--- src/pkg/ppt_pkg.sv ---
// constants, field layout and types for the pulse output trigger select block
// assumes one 100 MHz clock and a 32-bit avalon-mm slave port with byte addresses
//
// What this block does
// - eight-bit read/write register, four two-bit trigger fields
// - reset and hardware standby load all ones
// - software standby leaves the register untouched
// - bits 7:6 pick group 3 timer channel
// - bits 5:4 pick group 2 timer channel
// - bits 3:2 pick group 1 timer channel
// - bits 1:0 pick group 0 timer channel
// - on trigger, enabled bits take next data
// - group triggers come only from compare match a, never b
package ppt_pkg;

  // ----------------------------------------------------------------
  // bus geometry
  // ----------------------------------------------------------------
  localparam int PPT_AW = 5;                      // byte address width
  localparam int PPT_DW = 32;                     // bus data width
  localparam int PPT_BW = 4;                      // byte enables

  // ----------------------------------------------------------------
  // register byte offsets
  // ----------------------------------------------------------------
  localparam logic [PPT_AW-1:0] PPT_OFF_TRIG_SEL  = 5'h00; // pulse_trigger_select
  localparam logic [PPT_AW-1:0] PPT_OFF_NXT_LO    = 5'h04; // next_pattern_low
  localparam logic [PPT_AW-1:0] PPT_OFF_NXT_HI    = 5'h08; // next_pattern_high
  localparam logic [PPT_AW-1:0] PPT_OFF_EN_LO     = 5'h0c; // next_enable_low
  localparam logic [PPT_AW-1:0] PPT_OFF_EN_HI     = 5'h10; // next_enable_high
  localparam logic [PPT_AW-1:0] PPT_OFF_PORT_LO   = 5'h14; // port_low_out
  localparam logic [PPT_AW-1:0] PPT_OFF_PORT_HI   = 5'h18; // port_high_out

  // ----------------------------------------------------------------
  // field layout and reset values
  // ----------------------------------------------------------------
  localparam int PPT_GRP_N = 4;                   // output groups
  localparam int PPT_GRP_W = 4;                   // outputs per group
  localparam int PPT_SEL_W = 2;                   // select field width
  localparam int PPT_CH_N  = 4;                   // timer channels
  localparam int PPT_REG_W = 8;                   // register width
  localparam int PPT_GRP3_SEL_LSB = 6;            // bits 7:6
  localparam int PPT_GRP2_SEL_LSB = 4;            // bits 5:4
  localparam int PPT_GRP1_SEL_LSB = 2;            // bits 3:2
  localparam int PPT_GRP0_SEL_LSB = 0;            // bits 1:0
  localparam logic [PPT_REG_W-1:0] PPT_TRIG_SEL_RST = 8'hff; // every group on channel 3
  localparam logic [PPT_REG_W-1:0] PPT_NXT_RST      = 8'h00;
  localparam logic [PPT_REG_W-1:0] PPT_EN_RST       = 8'h00;
  localparam logic [PPT_GRP_W-1:0] PPT_PORT_RST     = 4'h0;
  localparam logic [PPT_DW-1:0]    PPT_RD_ZERO      = 32'h0000_0000;

  // ----------------------------------------------------------------
  // types
  // ----------------------------------------------------------------
  typedef enum logic [1:0] {
    PPT_CH0 = 2'b00,
    PPT_CH1 = 2'b01,
    PPT_CH2 = 2'b10,
    PPT_CH3 = 2'b11
  } ppt_chan_t;

  typedef enum logic {
    PPT_BUS_IDLE = 1'b0,                          // waiting for a request
    PPT_BUS_ANS  = 1'b1                           // answer cycle, waitrequest low
  } ppt_bus_st_t;

endpackage

--- src/pkg/ppt_grp_if.sv ---
// carrier between the top and the per-group trigger and output logic
// assumes all signals are synchronous to the top clock
`timescale 1ns/1ps
interface ppt_grp_if;
  import ppt_pkg::*;
  ppt_chan_t              sel;      // chosen timer channel
  logic [PPT_CH_N-1:0]    cm_a;     // compare match a strobes
  logic                   trig;     // selected strobe
  logic [PPT_GRP_W-1:0]   nxt;      // next pattern bits
  logic [PPT_GRP_W-1:0]   en;       // next enable bits
  logic                   wr;       // software port write
  logic [PPT_GRP_W-1:0]   wr_data;  // software port data
  logic [PPT_GRP_W-1:0]   port;     // output bits

  modport mux_mp (input sel, input cm_a, output trig);
  modport grp_mp (input trig, input nxt, input en, input wr, input wr_data, output port);
endinterface

--- src/design/ppt_grp_out.sv ---
// holds the four output bits of one group
// assumes trigger and software write come from the same clock domain
`timescale 1ns/1ps
module ppt_grp_out (
  // clock and reset
  input  wire logic  clk,
  input  wire logic  rst_n,
  input  wire logic  hw_standby,
  // group carrier
  ppt_grp_if.grp_mp  g
);
  import ppt_pkg::*;

  logic [PPT_GRP_W-1:0] base;   // value before the trigger is applied

  // ----------------------------------------------------------------
  // output bits
  // ----------------------------------------------------------------
  // software write first, then trigger overrides enabled bits
  always_comb begin
    base = g.wr ? g.wr_data : g.port;
  end

  // a trigger beats a software write on enabled bits in the same cycle
  always_ff @(posedge clk or negedge rst_n) begin
    if (!rst_n) begin
      g.port <= PPT_PORT_RST;
    end else if (hw_standby) begin
      g.port <= PPT_PORT_RST;
    end else if (g.trig) begin
      g.port <= (g.en & g.nxt) | (~g.en & base);
    end else begin
      g.port <= base;
    end
  end
endmodule

--- src/design/ppt_top.sv ---
// pulse output unit: trigger select register, next data, enables, outputs
// assumes a 100 MHz clock, synchronous compare strobes and an avalon-mm master
`timescale 1ns/1ps
module ppt_top (
  // clock and reset
  input  wire logic                          clk,
  input  wire logic                          rst_n,
  // power states
  input  wire logic                          hw_standby,
  input  wire logic                          sw_standby,
  // avalon-mm slave
  input  wire logic [ppt_pkg::PPT_AW-1:0]    avs_address,
  input  wire logic                          avs_read,
  input  wire logic                          avs_write,
  input  wire logic [ppt_pkg::PPT_DW-1:0]    avs_writedata,
  input  wire logic [ppt_pkg::PPT_BW-1:0]    avs_byteenable,
  output logic      [ppt_pkg::PPT_DW-1:0]    avs_readdata,
  output logic                               avs_waitrequest,
  // timer compare match a strobes, one per channel
  input  wire logic [ppt_pkg::PPT_CH_N-1:0]  cm_a,
  // pulse outputs
  output logic      [ppt_pkg::PPT_GRP_N*ppt_pkg::PPT_GRP_W-1:0] port_out
);
  import ppt_pkg::*;

  // ----------------------------------------------------------------
  // declarations
  // ----------------------------------------------------------------
  ppt_bus_st_t             bus_st_q;        // bus handshake state
  logic                    wait_q;          // registered waitrequest
  logic [PPT_DW-1:0]       rdata_q;         // registered read data
  logic [PPT_REG_W-1:0]    trig_sel_q;      // pulse_trigger_select
  logic [PPT_REG_W-1:0]    nxt_lo_q;        // next_pattern_low
  logic [PPT_REG_W-1:0]    nxt_hi_q;        // next_pattern_high
  logic [PPT_REG_W-1:0]    en_lo_q;         // next_enable_low
  logic [PPT_REG_W-1:0]    en_hi_q;         // next_enable_high
  logic                    req;             // any request present
  logic                    acc_wr;          // write takes effect now
  logic                    lane0;           // low byte lane enabled
  logic [PPT_REG_W-1:0]    wbyte;           // low byte of write data
  logic [PPT_DW-1:0]       rdata_d;         // read mux result
  logic [PPT_REG_W-1:0]    port_lo;         // groups 1 and 0 outputs
  logic [PPT_REG_W-1:0]    port_hi;         // groups 3 and 2 outputs
  logic [PPT_GRP_N*PPT_SEL_W-1:0] sel_all;  // per-group select fields
  logic [PPT_GRP_N*PPT_GRP_W-1:0] nxt_all;  // next data, all groups
  logic [PPT_GRP_N*PPT_GRP_W-1:0] en_all;   // enables, all groups
  logic [PPT_GRP_N*PPT_GRP_W-1:0] port_all; // outputs, all groups
  logic [PPT_GRP_N-1:0]    port_wr;         // software write per group
  logic [PPT_GRP_N*PPT_GRP_W-1:0] port_wd;  // software data per group

  // ----------------------------------------------------------------
  // bus decode
  // ----------------------------------------------------------------
  // registers are eight bits wide and sit in byte lane 0 only
  always_comb begin
    req    = avs_read | avs_write;
    acc_wr = avs_write & (bus_st_q == PPT_BUS_ANS);
    lane0  = avs_byteenable[0];
    wbyte  = avs_writedata[PPT_REG_W-1:0];
  end

  // ----------------------------------------------------------------
  // bus handshake
  // ----------------------------------------------------------------
  // one wait cycle per access: the request is seen with waitrequest
  // high, the next cycle drops it and the master completes there
  always_ff @(posedge clk or negedge rst_n) begin
    if (!rst_n) begin
      bus_st_q <= PPT_BUS_IDLE;
      wait_q   <= 1'b1;
    end else begin
      unique case (bus_st_q)
        PPT_BUS_IDLE: begin
          if (req) begin
            bus_st_q <= PPT_BUS_ANS;
            wait_q   <= 1'b0;
          end
        end
        PPT_BUS_ANS: begin
          // master completes at this edge, so drop back
          bus_st_q <= PPT_BUS_IDLE;
          wait_q   <= 1'b1;
        end
      endcase
    end
  end

  // ----------------------------------------------------------------
  // read data
  // ----------------------------------------------------------------
  // unmapped offsets read as zero; upper bits always zero
  always_comb begin
    rdata_d = PPT_RD_ZERO;
    unique case (avs_address)
      PPT_OFF_TRIG_SEL: rdata_d[PPT_REG_W-1:0] = trig_sel_q;
      PPT_OFF_NXT_LO:   rdata_d[PPT_REG_W-1:0] = nxt_lo_q;
      PPT_OFF_NXT_HI:   rdata_d[PPT_REG_W-1:0] = nxt_hi_q;
      PPT_OFF_EN_LO:    rdata_d[PPT_REG_W-1:0] = en_lo_q;
      PPT_OFF_EN_HI:    rdata_d[PPT_REG_W-1:0] = en_hi_q;
      PPT_OFF_PORT_LO:  rdata_d[PPT_REG_W-1:0] = port_lo;
      PPT_OFF_PORT_HI:  rdata_d[PPT_REG_W-1:0] = port_hi;
      default:          rdata_d = PPT_RD_ZERO;
    endcase
  end

  // captured when the request is first seen, stands through the answer
  always_ff @(posedge clk or negedge rst_n) begin
    if (!rst_n) begin
      rdata_q <= PPT_RD_ZERO;
    end else if (bus_st_q == PPT_BUS_IDLE && avs_read) begin
      rdata_q <= rdata_d;
    end
  end

  // ----------------------------------------------------------------
  // trigger select register
  // ----------------------------------------------------------------
  // no sw_standby term here on purpose: the register simply holds
  always_ff @(posedge clk or negedge rst_n) begin
    if (!rst_n) begin
      trig_sel_q <= PPT_TRIG_SEL_RST;
    end else if (hw_standby) begin
      trig_sel_q <= PPT_TRIG_SEL_RST;
    end else if (acc_wr && lane0 && avs_address == PPT_OFF_TRIG_SEL) begin
      trig_sel_q <= wbyte;
    end
  end

  // sw_standby deliberately steers nothing: every register keeps state

  // ----------------------------------------------------------------
  // next data registers
  // ----------------------------------------------------------------
  // software refreshes these ahead of the next compare match
  always_ff @(posedge clk or negedge rst_n) begin
    if (!rst_n) begin
      nxt_lo_q <= PPT_NXT_RST;
      nxt_hi_q <= PPT_NXT_RST;
    end else if (hw_standby) begin
      nxt_lo_q <= PPT_NXT_RST;
      nxt_hi_q <= PPT_NXT_RST;
    end else if (acc_wr && lane0) begin
      if (avs_address == PPT_OFF_NXT_LO) begin
        nxt_lo_q <= wbyte;
      end
      if (avs_address == PPT_OFF_NXT_HI) begin
        nxt_hi_q <= wbyte;
      end
    end
  end

  // ----------------------------------------------------------------
  // next enable registers
  // ----------------------------------------------------------------
  // a clear bit shields its output from every trigger
  always_ff @(posedge clk or negedge rst_n) begin
    if (!rst_n) begin
      en_lo_q <= PPT_EN_RST;
      en_hi_q <= PPT_EN_RST;
    end else if (hw_standby) begin
      en_lo_q <= PPT_EN_RST;
      en_hi_q <= PPT_EN_RST;
    end else if (acc_wr && lane0) begin
      if (avs_address == PPT_OFF_EN_LO) begin
        en_lo_q <= wbyte;
      end
      if (avs_address == PPT_OFF_EN_HI) begin
        en_hi_q <= wbyte;
      end
    end
  end

  // ----------------------------------------------------------------
  // field split per group
  // ----------------------------------------------------------------
  // each select field goes to its own group; lsb positions named apart
  always_comb begin
    sel_all = '0;
    sel_all[PPT_SEL_W*3 +: PPT_SEL_W] = trig_sel_q[PPT_GRP3_SEL_LSB +: PPT_SEL_W];
    sel_all[PPT_SEL_W*2 +: PPT_SEL_W] = trig_sel_q[PPT_GRP2_SEL_LSB +: PPT_SEL_W];
    sel_all[PPT_SEL_W*1 +: PPT_SEL_W] = trig_sel_q[PPT_GRP1_SEL_LSB +: PPT_SEL_W];
    sel_all[PPT_SEL_W*0 +: PPT_SEL_W] = trig_sel_q[PPT_GRP0_SEL_LSB +: PPT_SEL_W];
  end

  // low registers feed groups 0 and 1, high registers groups 2 and 3
  always_comb begin
    nxt_all = {nxt_hi_q, nxt_lo_q};
    en_all  = {en_hi_q, en_lo_q};
    port_wd = {wbyte, wbyte};
    port_wr[0] = acc_wr && lane0 && avs_address == PPT_OFF_PORT_LO;
    port_wr[1] = port_wr[0];
    port_wr[2] = acc_wr && lane0 && avs_address == PPT_OFF_PORT_HI;
    port_wr[3] = port_wr[2];
  end

  // ----------------------------------------------------------------
  // per-group trigger and output logic
  // ----------------------------------------------------------------
  // the compare strobe acts in the cycle it arrives; no extra stage
  for (genvar gi = 0; gi < PPT_GRP_N; gi++) begin : g_grp
    ppt_grp_if gif ();

    assign gif.sel     = ppt_chan_t'(sel_all[gi*PPT_SEL_W +: PPT_SEL_W]);
    assign gif.cm_a    = cm_a;
    assign gif.nxt     = nxt_all[gi*PPT_GRP_W +: PPT_GRP_W];
    assign gif.en      = en_all[gi*PPT_GRP_W +: PPT_GRP_W];
    assign gif.wr      = port_wr[gi];
    assign gif.wr_data = port_wd[gi*PPT_GRP_W +: PPT_GRP_W];
    assign port_all[gi*PPT_GRP_W +: PPT_GRP_W] = gif.port;

    // strobe chosen by the group's field
    ppt_trig_mux u_mux (
      .g (gif.mux_mp)
    );

    // output bits, updated on the chosen strobe
    ppt_grp_out u_out (
      .clk        (clk),
      .rst_n      (rst_n),
      .hw_standby (hw_standby),
      .g          (gif.grp_mp)
    );
  end

  // ----------------------------------------------------------------
  // outputs
  // ----------------------------------------------------------------
  // every output below is a flip-flop, either here or in the group
  always_comb begin
    port_lo = port_all[PPT_REG_W-1:0];
    port_hi = port_all[2*PPT_REG_W-1:PPT_REG_W];
  end

  assign port_out        = port_all;
  assign avs_readdata    = rdata_q;
  assign avs_waitrequest = wait_q;

endmodule

--- src/design/ppt_trig_mux.sv ---
// picks one compare match strobe for one output group
// assumes strobes are one-cycle pulses synchronous to the clock
`timescale 1ns/1ps
module ppt_trig_mux (
  // group carrier
  ppt_grp_if.mux_mp g
);
  import ppt_pkg::*;

  // ----------------------------------------------------------------
  // channel decode
  // ----------------------------------------------------------------
  // only compare match a reaches here; b is never wired in
  always_comb begin
    unique case (g.sel)
      PPT_CH0: g.trig = g.cm_a[0];
      PPT_CH1: g.trig = g.cm_a[1];
      PPT_CH2: g.trig = g.cm_a[2];
      PPT_CH3: g.trig = g.cm_a[3];
    endcase
  end
endmodule

--- config.mk ---
export PLATFORM = sky130hd
export DESIGN_NAME = ppt_top
export DESIGN_NICKNAME = d
export VERILOG_FILES = /design/src/pkg/ppt_pkg.sv /design/src/pkg/ppt_grp_if.sv /design/src/design/ppt_grp_out.sv /design/src/design/ppt_top.sv /design/src/design/ppt_trig_mux.sv
export SDC_FILE = /design/constraint.sdc
export NUM_CORES = 1
export LEC_CHECK = 0
export BUFFER_PORTS_ARGS = -buffer_cell sky130_fd_sc_hd__buf_2
export CORE_ASPECT_RATIO = 2
export CORE_MARGIN = 2
export CORE_UTILIZATION = 33
export DETAILED_ROUTE_END_ITERATION = 8
export GPL_TIMING_DRIVEN = 0
export SYNTH_ARGS = -nofsm -noshare
export SYNTH_HDL_FRONTEND = slang
export SYNTH_SLANG_ARGS = --single-unit
--- constraint.sdc ---
create_clock -name clk -period 1.5 [get_ports clk]
set_input_delay 0.3 -clock clk [delete_from_list [all_inputs] [get_ports clk]]
set_output_delay 0.3 -clock clk [all_outputs]
set_load 0.01 [all_outputs]
# [Word level (Yosys, flattened, before mapping)]
# Cells that the tools add are included.
[totals] input_bits=51 out_inout_bits=49 word_cells=105 reg_bits=66
[classes] bitwise_logic=19 n_reduce_logical=20 eq_ne=19 n_mux=35
[ops] operator="8-bit 2-to-1 mux" count=14
[ops] operator="8-bit one-hot mux with 7 select lines" count=1
[ops] operator="4-bit 2-to-1 mux" count=12
[ops] operator="4-bit bitwise AND" count=8
[ops] operator="2-bit == test, second input constant" count=8
[ops] operator="4-bit NOT" count=4
[ops] operator="4-bit OR" count=4
[ops] operator="1-bit one-hot mux with 4 select lines" count=4
[ops] operator="5-bit == test, second input constant" count=3
[ops] operator="2-bit nonzero test" count=6
[ops] operator="5-bit by 4-bit == test with 1-bit output, second input constant" count=2
[ops] operator="2-bit by 1-bit == test with 1-bit output, second input constant" count=4
[ops] operator="2-bit logical NOT" count=4
[ops] operator="2-bit AND reduction" count=4
[ops] operator="5-bit by 3-bit == test with 1-bit output, second input constant" count=1
[ops] operator="1-bit logical AND" count=5
[ops] operator="5-bit logical NOT" count=1
[ops] operator="1-bit one-hot mux with 2 select lines" count=2
[ops] operator="1-bit 2-to-1 mux" count=2
[ops] operator="2-bit != test, second input constant" count=1
[ops] operator="1-bit bitwise AND" count=1
[ops] operator="1-bit NOT" count=1
[ops] operator="1-bit OR" count=1

# [Logic depth before layout (Yosys ltp)]
# Gate-level depths: netlist of run 1.
[depth] depth_word=8 mapped_depth=6 mapped_depth_nobuf=4

# [Modules after synthesis]
# Synthesis of run 1 repeated with hierarchy kept, for this count alone.
[hier_totals] hier_cells=362 hier_area_um2=3736.1
[by_module_without_submodules] module="ppt_top" area_each_um2=2745.1 instances=1 cells_per_inst=274
[by_module_without_submodules] module="ppt_grp_out" area_each_um2=225.2 instances=4 cells_per_inst=21
[by_module_without_submodules] module="ppt_trig_mux" area_each_um2=22.5 instances=4 cells_per_inst=1

# [Worst setup path before layout of run 1]
# Ideal clock, no wire load.
[synth_timing] path_type="reg2reg" start="register bus_st_q" end="register rdata_q[6] (netlist: avs_readdata[6])" setup_slack_ns=-0.170 stages_incl_launch_ff=7 required_ns=1.436 arrival_time_ns=1.605 path_cell_list="dfrtp_1 > nand2b_1 > buf_2 > or4_1 > buf_2 > a311oi_1 > a211o_1"
[synth_via] elab_chain_len=2
[synth_rtl] element="start: declaration" line="ppt_top.sv:29" source="ppt_bus_st_t bus_st_q;"
[synth_rtl] element="start signal: assignment" line="ppt_top.sv:69" source="bus_st_q <= PPT_BUS_IDLE;"
[synth_rtl] element="start signal: assignment" line="ppt_top.sv:75" source="bus_st_q <= PPT_BUS_ANS;"
[synth_rtl] element="start signal: assignment" line="ppt_top.sv:81" source="bus_st_q <= PPT_BUS_IDLE;"
[synth_rtl] element="1-bit NOT"
[synth_rtl] element="1-bit logical AND" line="ppt_top.sv:110" source="end else if (bus_st_q == PPT_BUS_IDLE && avs_read) begin"
[synth_rtl] element="end signal: assignment" line="ppt_top.sv:111" source="rdata_q <= rdata_d;"
[synth_rtl] element="end: declaration" line="ppt_top.sv:31" source="logic [PPT_DW-1:0] rdata_q;"
# No other way between the ends.
# A chain may end at the register's enable or synchronous reset.

# [Worst setup path after layout of run 1]
[layout_timing] start="register trig_sel_q[5] (netlist: sel_all[5])" end="register g_grp[2].u_out.g.port[1]"
[layout_via] elab_chain_len=4 elab_cells_between_ends=7 classes_between="eq/ne (3); mux (3); reduce/logical (1)"
[layout_rtl] element="start: declaration" line="ppt_top.sv:32" source="logic [PPT_REG_W-1:0] trig_sel_q;"
[layout_rtl] element="start signal: assignment" line="ppt_top.sv:125" source="trig_sel_q <= wbyte;"
[layout_rtl] element="2-bit == test (tied with other cells)" line="ppt_trig_mux.sv:15" source="unique case (g.sel)"
[layout_rtl] element="1-bit one-hot mux with 4 select lines (*)" line="ppt_trig_mux.sv:15"
[layout_rtl] element="4-bit 2-to-1 mux (*)" line="ppt_grp_out.sv:30" source="end else if (g.trig) begin"
[layout_rtl] element="4-bit 2-to-1 mux (*)" line="ppt_grp_out.sv:28" source="end else if (hw_standby) begin"
[layout_rtl] element="end signal: assignment" line="ppt_grp_out.sv:31" source="g.port <= (g.en & g.nxt) | (~g.en & base);"
[layout_rtl] element="end signal: assignment" line="ppt_grp_out.sv:33" source="g.port <= base;"
[layout_rtl] element="end: declaration" line="ppt_grp_if.sv:16" source="modport grp_mp (input trig, input nxt, input en, input wr, input wr_data, output port);"
# Every way passes the cells marked *; elsewhere a longest branch is shown, timed or not.

==> results of run 1 <==
-- layout make-up --
cell class                 instances  area, sq um  area share (%)
timing repair buffer              64          370            7.58
clock buffer                      12          256            5.25
clock inverter                     3         15.0           0.307
tap                              140          175            3.59
sequential                        66         1660            34.1
inverter                           9         33.8           0.692
multi-input combinational        276         2050            41.9
buffer                            42          322            6.58
-- power by group through the flow --
stage | clock network, mW | logic (mW) | registers, mW
4_1_cts | 1.97 | 0.447 | 1.82
5_1_grt | 2.05 | 0.507 | 1.82
3_3_place_gp | 0 | 0.413 | 1.85
2_1_floorplan | 0 | 0.232 | 1.85
6_report | 1.94 | 0.474 | 1.82
3_5_place_dp | 0 | 0.417 | 1.85
-- metrics by stage --
| step | total power, mW | std cells | setup WS [ps] |
|---|---|---|---|
| finish | 4.23 | 612 | -126 |
| global route | 4.37 | 612 | -200 |
| CTS | 4.24 | 609 | -127 |
| detailed placement | 2.26 | 581 | -547 |
| global placement | 2.26 | 581 | -548 |
| floorplan | 2.08 | 395 | -138 |
-- state kept, by name, summed over array words and instances, names as in the netlist --
name                count
nxt_hi_q                8
sel_all                 8
nxt_lo_q                8
g_grp.u_out.g.port     16
bus_st_q                1
avs_waitrequest         1
en_hi_q                 8
en_lo_q                 8
avs_readdata            8
-- how the worst max path moves through the flow --
stage | cells after the start | to | start | slack, ps
3_5_place_dp | 6 | nxt_hi_q[2] | avs_address[3] | -550
3_3_place_gp | 7 | avs_readdata[2] | avs_address[4] | -550
4_1_cts | 4 | g_grp[0].u_out.g.port[1] | sel_all[1] | -130
2_1_floorplan | 6 | avs_readdata[6] | bus_st_q | -140
6_report | 4 | g_grp[2].u_out.g.port[1] | sel_all[5] | -130
5_1_grt | 4 | g_grp[2].u_out.g.port[1] | sel_all[5] | -200
-- cell families (layout without fill, tap and decap cells) --
logic type / Yosys count / in the layout
AO/OA/AOI/OAI: 73 / 73
AND/OR/NAND/NOR: 121 / 121
other: 1 / 24
multiplexers: 58 / 58
flip-flops: 66 / 66
buffers and inverters: 53 / 130
-- worst max-delay path: cells and delay by family, from the launching register on --
kind	cells	cell delay, ps
multiplexers	1	590
flip-flops	1	540
AO/OA/AOI/OAI	1	230
AND/OR/NAND/NOR	2	160
-- synthesized netlist by cell type, types with 2 or more instances --
cell,n
a211o_1,9
a211oi_1,9
a211oi_2,2
a21o_1,2
a21oi_1,9
a22oi_1,2
a311oi_1,12
and3_1,2
buf_2,8
buf_4,26
clkbuf_1,8
dfrtp_1,57
dfstp_2,9
inv_1,9
mux2_2,3
mux2i_1,50
mux4_2,5
nand2_1,37
nand2b_1,3
nand3_1,5
nor2_1,55
nor2b_1,3
nor3_1,3
o21ai_0,12
o21ai_1,8
o22ai_1,5
or4_1,2
or4b_1,2
-- metal layers --
| metal | global-route usage [%] | up-vias | share of wire, % |
|---|---|---|---|
| li1 | - | 1479 | - |
| met1 | 21.0 | 1616 | 34 |
| met2 | 35.5 | 133 | 53 |
| met3 | 3.29 | 43 | 4.8 |
| met4 | 15.4 | 0 | 8.0 |
| met5 | 0 | - | 0 |
-- what timing repair did --
item / in CTS / in global routing
gates resized for setup: 36 / 38
buffers inserted: 15 / 3
endpoints found under the setup margin: 64 / 59
pin swaps: 26 / 14
==> metrics, run 1 <==
outcome finished, violations left; violated checks negative setup slack; Hold Violations, Final 0; Total GRT Usage 20.2%; Cell Area, Synth between 0.003 and 0.004 sq mm; Worst-path clk slew 50 ps; dpl hpwl 8530 um; part of the cycle the worst path needs 108%; row count 54; Max H-tree Level 3; post-route cell area 0.00488 sq mm; placed cell area 0.00423 sq mm; post-synthesis compound-gate area fraction 13.7%; synthesized instance count ~370; final core utilization 44.6%; CTS buffer count 9; RSZ-0062 raised after global routing yes; Max Fclk 615 MHz; Switching Share 25.1%; register area share after synthesis 44.9%; commonest non-fill, non-tap cell in the layout dfrtp_1; Die W about 79 um; Wirelength per Cell 19.9 um; Async SR Flop Fraction 100%; Synth Area in Adders 0%; most frequent cells in the layout 56 x dfrtp_1, 47 x nor2_1, 47 x mux2i_1, 46 x buf_2, 43 x buf_4; post-synth top area cell dfrtp_1; mux contribution to synthesized area 17.5%; buffer depth of the longest clock path 2; clk_skew 4.24 ps; CTS root buf clkbuf_16; share of layout cells above drive strength 1 40.0%; sequential group share of total power 43.0%; IO Port Bufs 46; clk_lat worst skew 340 ps; setup TNS -1430 ps; DIE HEIGHT ~150 um; clock power share 45.8%; DR pass1 iterations 4; vias in the first global route between 3000 and 4000; largest net degree at the start of global routing 67; Worst setup SP type flip-flop; combinational power share 11.2%; largest family of logic cells by synthesized area multiplexers; Filler Cell Count 1090; max-slew violation count 0; I/O Pins 100; vias post-DR between 3000 and 4000; DIE AREA approximately 0.012 sq mm; Arr. time, crit path 1850 ps; first-pass GRT wire length 18100 um; Residual DRC 0; share of the synthesized area in the top cell type 38.6%; PD cells just under 900 mW/mm^2; top cells by area, synth dfrtp_1 39%, mux2i_1 14%, dfstp_2 6.4%, nor2_1 5.6%, buf_4 5.3%; final wirelength 12200 um; EDFF count, synth 0; Max-Cap Viols 0; critical path required time 1730 ps; post-DR vias/cell 5.34; worst-case reg-to-reg path depth 4; worst-margin pin slew 862 ps; Initial Utilization 33.8%; critical path class flip-flop to flip-flop; reg2reg setup slack -130 ps; CP max-delay cell mux4_2; core area 0.0109 sq mm; CTS Sinks 66; Post-DRT Antenna Nets 0; worst r2r src sel_all[5]; Worst path max stage delay 590 ps; ANT cells 0; Switch Pwr 1.06 mW; minimum clock period around 1600 ps; final setup fails 17; Top FF cell, synth dfrtp_1; Hold WS 58.8 ps; drt initial violations 271; Max-Slew Margin vs Limit between 40 and 50%; Peak VDD IR approximately 0.00057 V; initial antenna violation count 0; yosys warns 0; crit-path max FO 4; Final #Nets about 520; Final WS setup -126 ps; remaining global-route overflow 0; Mean Syn Cell Area 9.95 sq um; CTS tree done; post-synthesis simple-gate area fraction 15.3%; worst min path class input port to async pin; CP Cell Sequence mux4_2 > nand2_2 > nor2_1 > a311oi_2; Yosys reg bits 66; leak pwr 2.35 nW; Yosys cell types 43; Area Growth Syn to Fin 32.0%; routability congestion estimate 0.872; Hold Buf Count CTS 0; reg2reg end g_grp[2].u_out.g.port[1]; Post-Synth XOR/XNOR Area 0%; CP endpoint kind flip-flop; Internal 3.17 mW
Power figures use the tool's default switching activity.
==> run 2, diff against run 1 <==
Settings changed: CTS_BUF_LIST set to sky130_fd_sc_hd__clkbuf_4, SKIP_CTS_REPAIR_TIMING set to 1, SLEW_MARGIN set to 0.
==> run 2 against run 1 <==
The run ends with negative hold slack, negative setup slack left. Count of clock-buffer cells in the layout fell by 2. Worst hold slack worse by 120 ps. Clock skew up 9.0 ps. Utilization shrank 2.4 points. Final area fell by 5.3%. Die area is the same. Routed wire length decreased by 3.8%. Critical path depth is the same. First-iteration DRC count grew 10%. Sequential power about the same.
==> metrics, run 2 (synthesis results as in run 1) <==
share of layout cells above drive strength 1 37.8% (was 40.0%); I/O Pins 100 (unchanged); most frequent cells in the layout 56 x dfrtp_1, 50 x mux2i_1, 48 x buf_2, 45 x nor2_1, 35 x buf_4 (was 56 x dfrtp_1, 47 x nor2_1, 47 x mux2i_1, 46 x buf_2, 43 x buf_4); minimum clock period 1660 ps (was 1630 ps); Worst setup SP type flip-flop (unchanged); Wirelength per Cell 19.3 um (was 19.9 um); DIE AREA 0.0121 sq mm (unchanged); leak pwr 2.23 nW (was 2.35 nW); final setup fails 18 (was 17); delay-heaviest family, CP multiplexers (unchanged); clk_lat worst skew 440 ps (was 340 ps); critical path required time 1840 ps (was 1730 ps); initial antenna violation count 1 (was 0); DR pass1 iterations 4 (unchanged); CP Cell Sequence mux4_2 > nand2_2 > nor2_2 > a311oi_1 (was mux4_2 > nand2_2 > nor2_1 > a311oi_2); Area Growth Syn to Fin 25.1% (was 32.0%); post-DR vias/cell 5.38 (was 5.34); max-slew violation count 0 (unchanged); Hold Violations, Final 36 (was 0); Die W 78.9 um (unchanged); largest reg by FF count g_grp.u_out.g.port (unchanged); core area 0.0109 sq mm (unchanged); CTS Sinks 66 (unchanged); remaining global-route overflow 0 (unchanged); DIE HEIGHT 154 um (unchanged); Worst-path clk slew 110 ps (was 50 ps); Initial Utilization 33.8% (unchanged); Total GRT Usage 19.3% (was 20.2%); Max Fclk 601 MHz (was 615 MHz); clk_skew 13.2 ps (was 4.24 ps); crit-path max FO 4 (unchanged); outcome finished, violations left (unchanged); drt initial violations 298 (was 271); row count 54 (unchanged); critical path class flip-flop to flip-flop (unchanged); CP endpoint kind flip-flop (unchanged); Peak VDD IR 0.000320 V (was 0.000571 V); Arr. time, crit path 2010 ps (was 1850 ps); worst-margin pin slew 864 ps (was 862 ps); buffer depth of the longest clock path 2 (unchanged); routability congestion estimate 0.872 (unchanged); Final #Nets 512 (was 519); first-pass GRT wire length 17300 um (was 18100 um); vias post-DR 3258 (was 3271); PD cells 704 mW/mm^2 (was 866 mW/mm^2); Final WS setup -164 ps (was -126 ps); violated checks negative hold slack, negative setup slack (was negative setup slack); final core utilization 42.3% (was 44.6%); CTS tree done (unchanged); largest net degree at the start of global routing 67 (unchanged); commonest non-fill, non-tap cell in the layout dfrtp_1 (unchanged); Max-Slew Margin vs Limit 42.4% (was 42.5%); Worst path max stage delay 600 ps (was 590 ps); max reg flops 16 (unchanged); CTS buffer count 9 (unchanged); part of the cycle the worst path needs 111% (was 108%); IO Port Bufs 46 (unchanged); dpl hpwl 8530 um (unchanged); vias in the first global route 3093 (was 3257); CP max-delay cell mux4_2 (unchanged); Filler Cell Count 1131 (was 1090); sum of buffers and inverters on the critical path 0 (unchanged); RSZ-0062 raised after global routing yes (unchanged); Hold WS -62.0 ps (was 58.8 ps); Max-Cap Viols 0 (unchanged); Residual DRC 0 (unchanged); Post-DRT Antenna Nets 0 (unchanged); CTS root buf clkbuf_4 (was clkbuf_16); final wirelength 11700 um (was 12200 um); Max H-tree Level 3 (unchanged); worst min path class input port to async pin (unchanged)
run 2: cell types whose count changed in the layout (fill, tap and decap cells not counted), sizes merged:
| cell | before | now |
|---|---|---|
| buf | 96 | 90 |
| clkbuf | 22 | 19 |
| clkinv | 3 | 5 |
| diode | 0 | 1 |
run 2: layout make-up:
type	instances	area, sq um	share of cell area [%]
multi-input combinational	276	2020	43.7
inverter	9	33.8	0.730
buffer	42	295	6.38
antenna	1	2.50	0.0541
sequential	66	1660	36.0
timing repair buffer	57	335	7.25
tap	140	175	3.79
clock buffer	10	75.1	1.62
clock inverter	5	22.5	0.487
run 2: worst paths after layout:
| path | start | to | slack [ps] | depth (start not counted) |
|---|---|---|---|---|
| worst min register to register | avs_readdata[0] | avs_readdata[0] | 490 | 2 |
| max in group asynchronous | rst_n | bus_st_q | 910 | 1 |
| worst max-delay path | sel_all[5] | g_grp[2].u_out.g.port[0] | -160 | 4 |
| min in group clk | avs_writedata[7] | en_hi_q[7] | 160 | 3 |
| worst max register to register | sel_all[5] | g_grp[2].u_out.g.port[0] | -160 | 4 |
| worst min-delay path | rst_n | nxt_lo_q[2] | -60 | 1 |
run 2: layer usage:
metal | up-vias | global-route usage [%] | routed length (um)
met2 | 135 | 34.5 | 6260
met1 | 1603 | 20.4 | 4110
met5 | - | 0 | 0
met3 | 44 | 2.23 | 514
met4 | 0 | 14.1 | 830
li1 | 1476 | - | -
run 2: through the flow:
stage	TNS, ps	cells	setup slack, ps	area, sq um	power, mW
2_1_floorplan	-230	395	-138	3820	2.08
4_1_cts	-10810	596	-280	4330	3.21
5_1_grt	-2690	606	-207	4630	3.38
3_5_place_dp	-25690	581	-547	4230	2.26
6_report	-1790	606	-164	4630	3.26
3_3_place_gp	-32050	581	-548	4230	2.26
run 2: power by group:
group | switching (mW) | internal (mW)
sequential | 0.0143 | 1.80
combinational | 0.295 | 0.168
clock | 0.647 | 0.331
run 2: worst reg2reg max path: cells and delay by family (launching register included):
kind               cells  cell delay (ps)
muxes                  1              600
and+or+nand+nor        2              190
DFF                    1              570
AOI/OAI and AO/OA      1              220
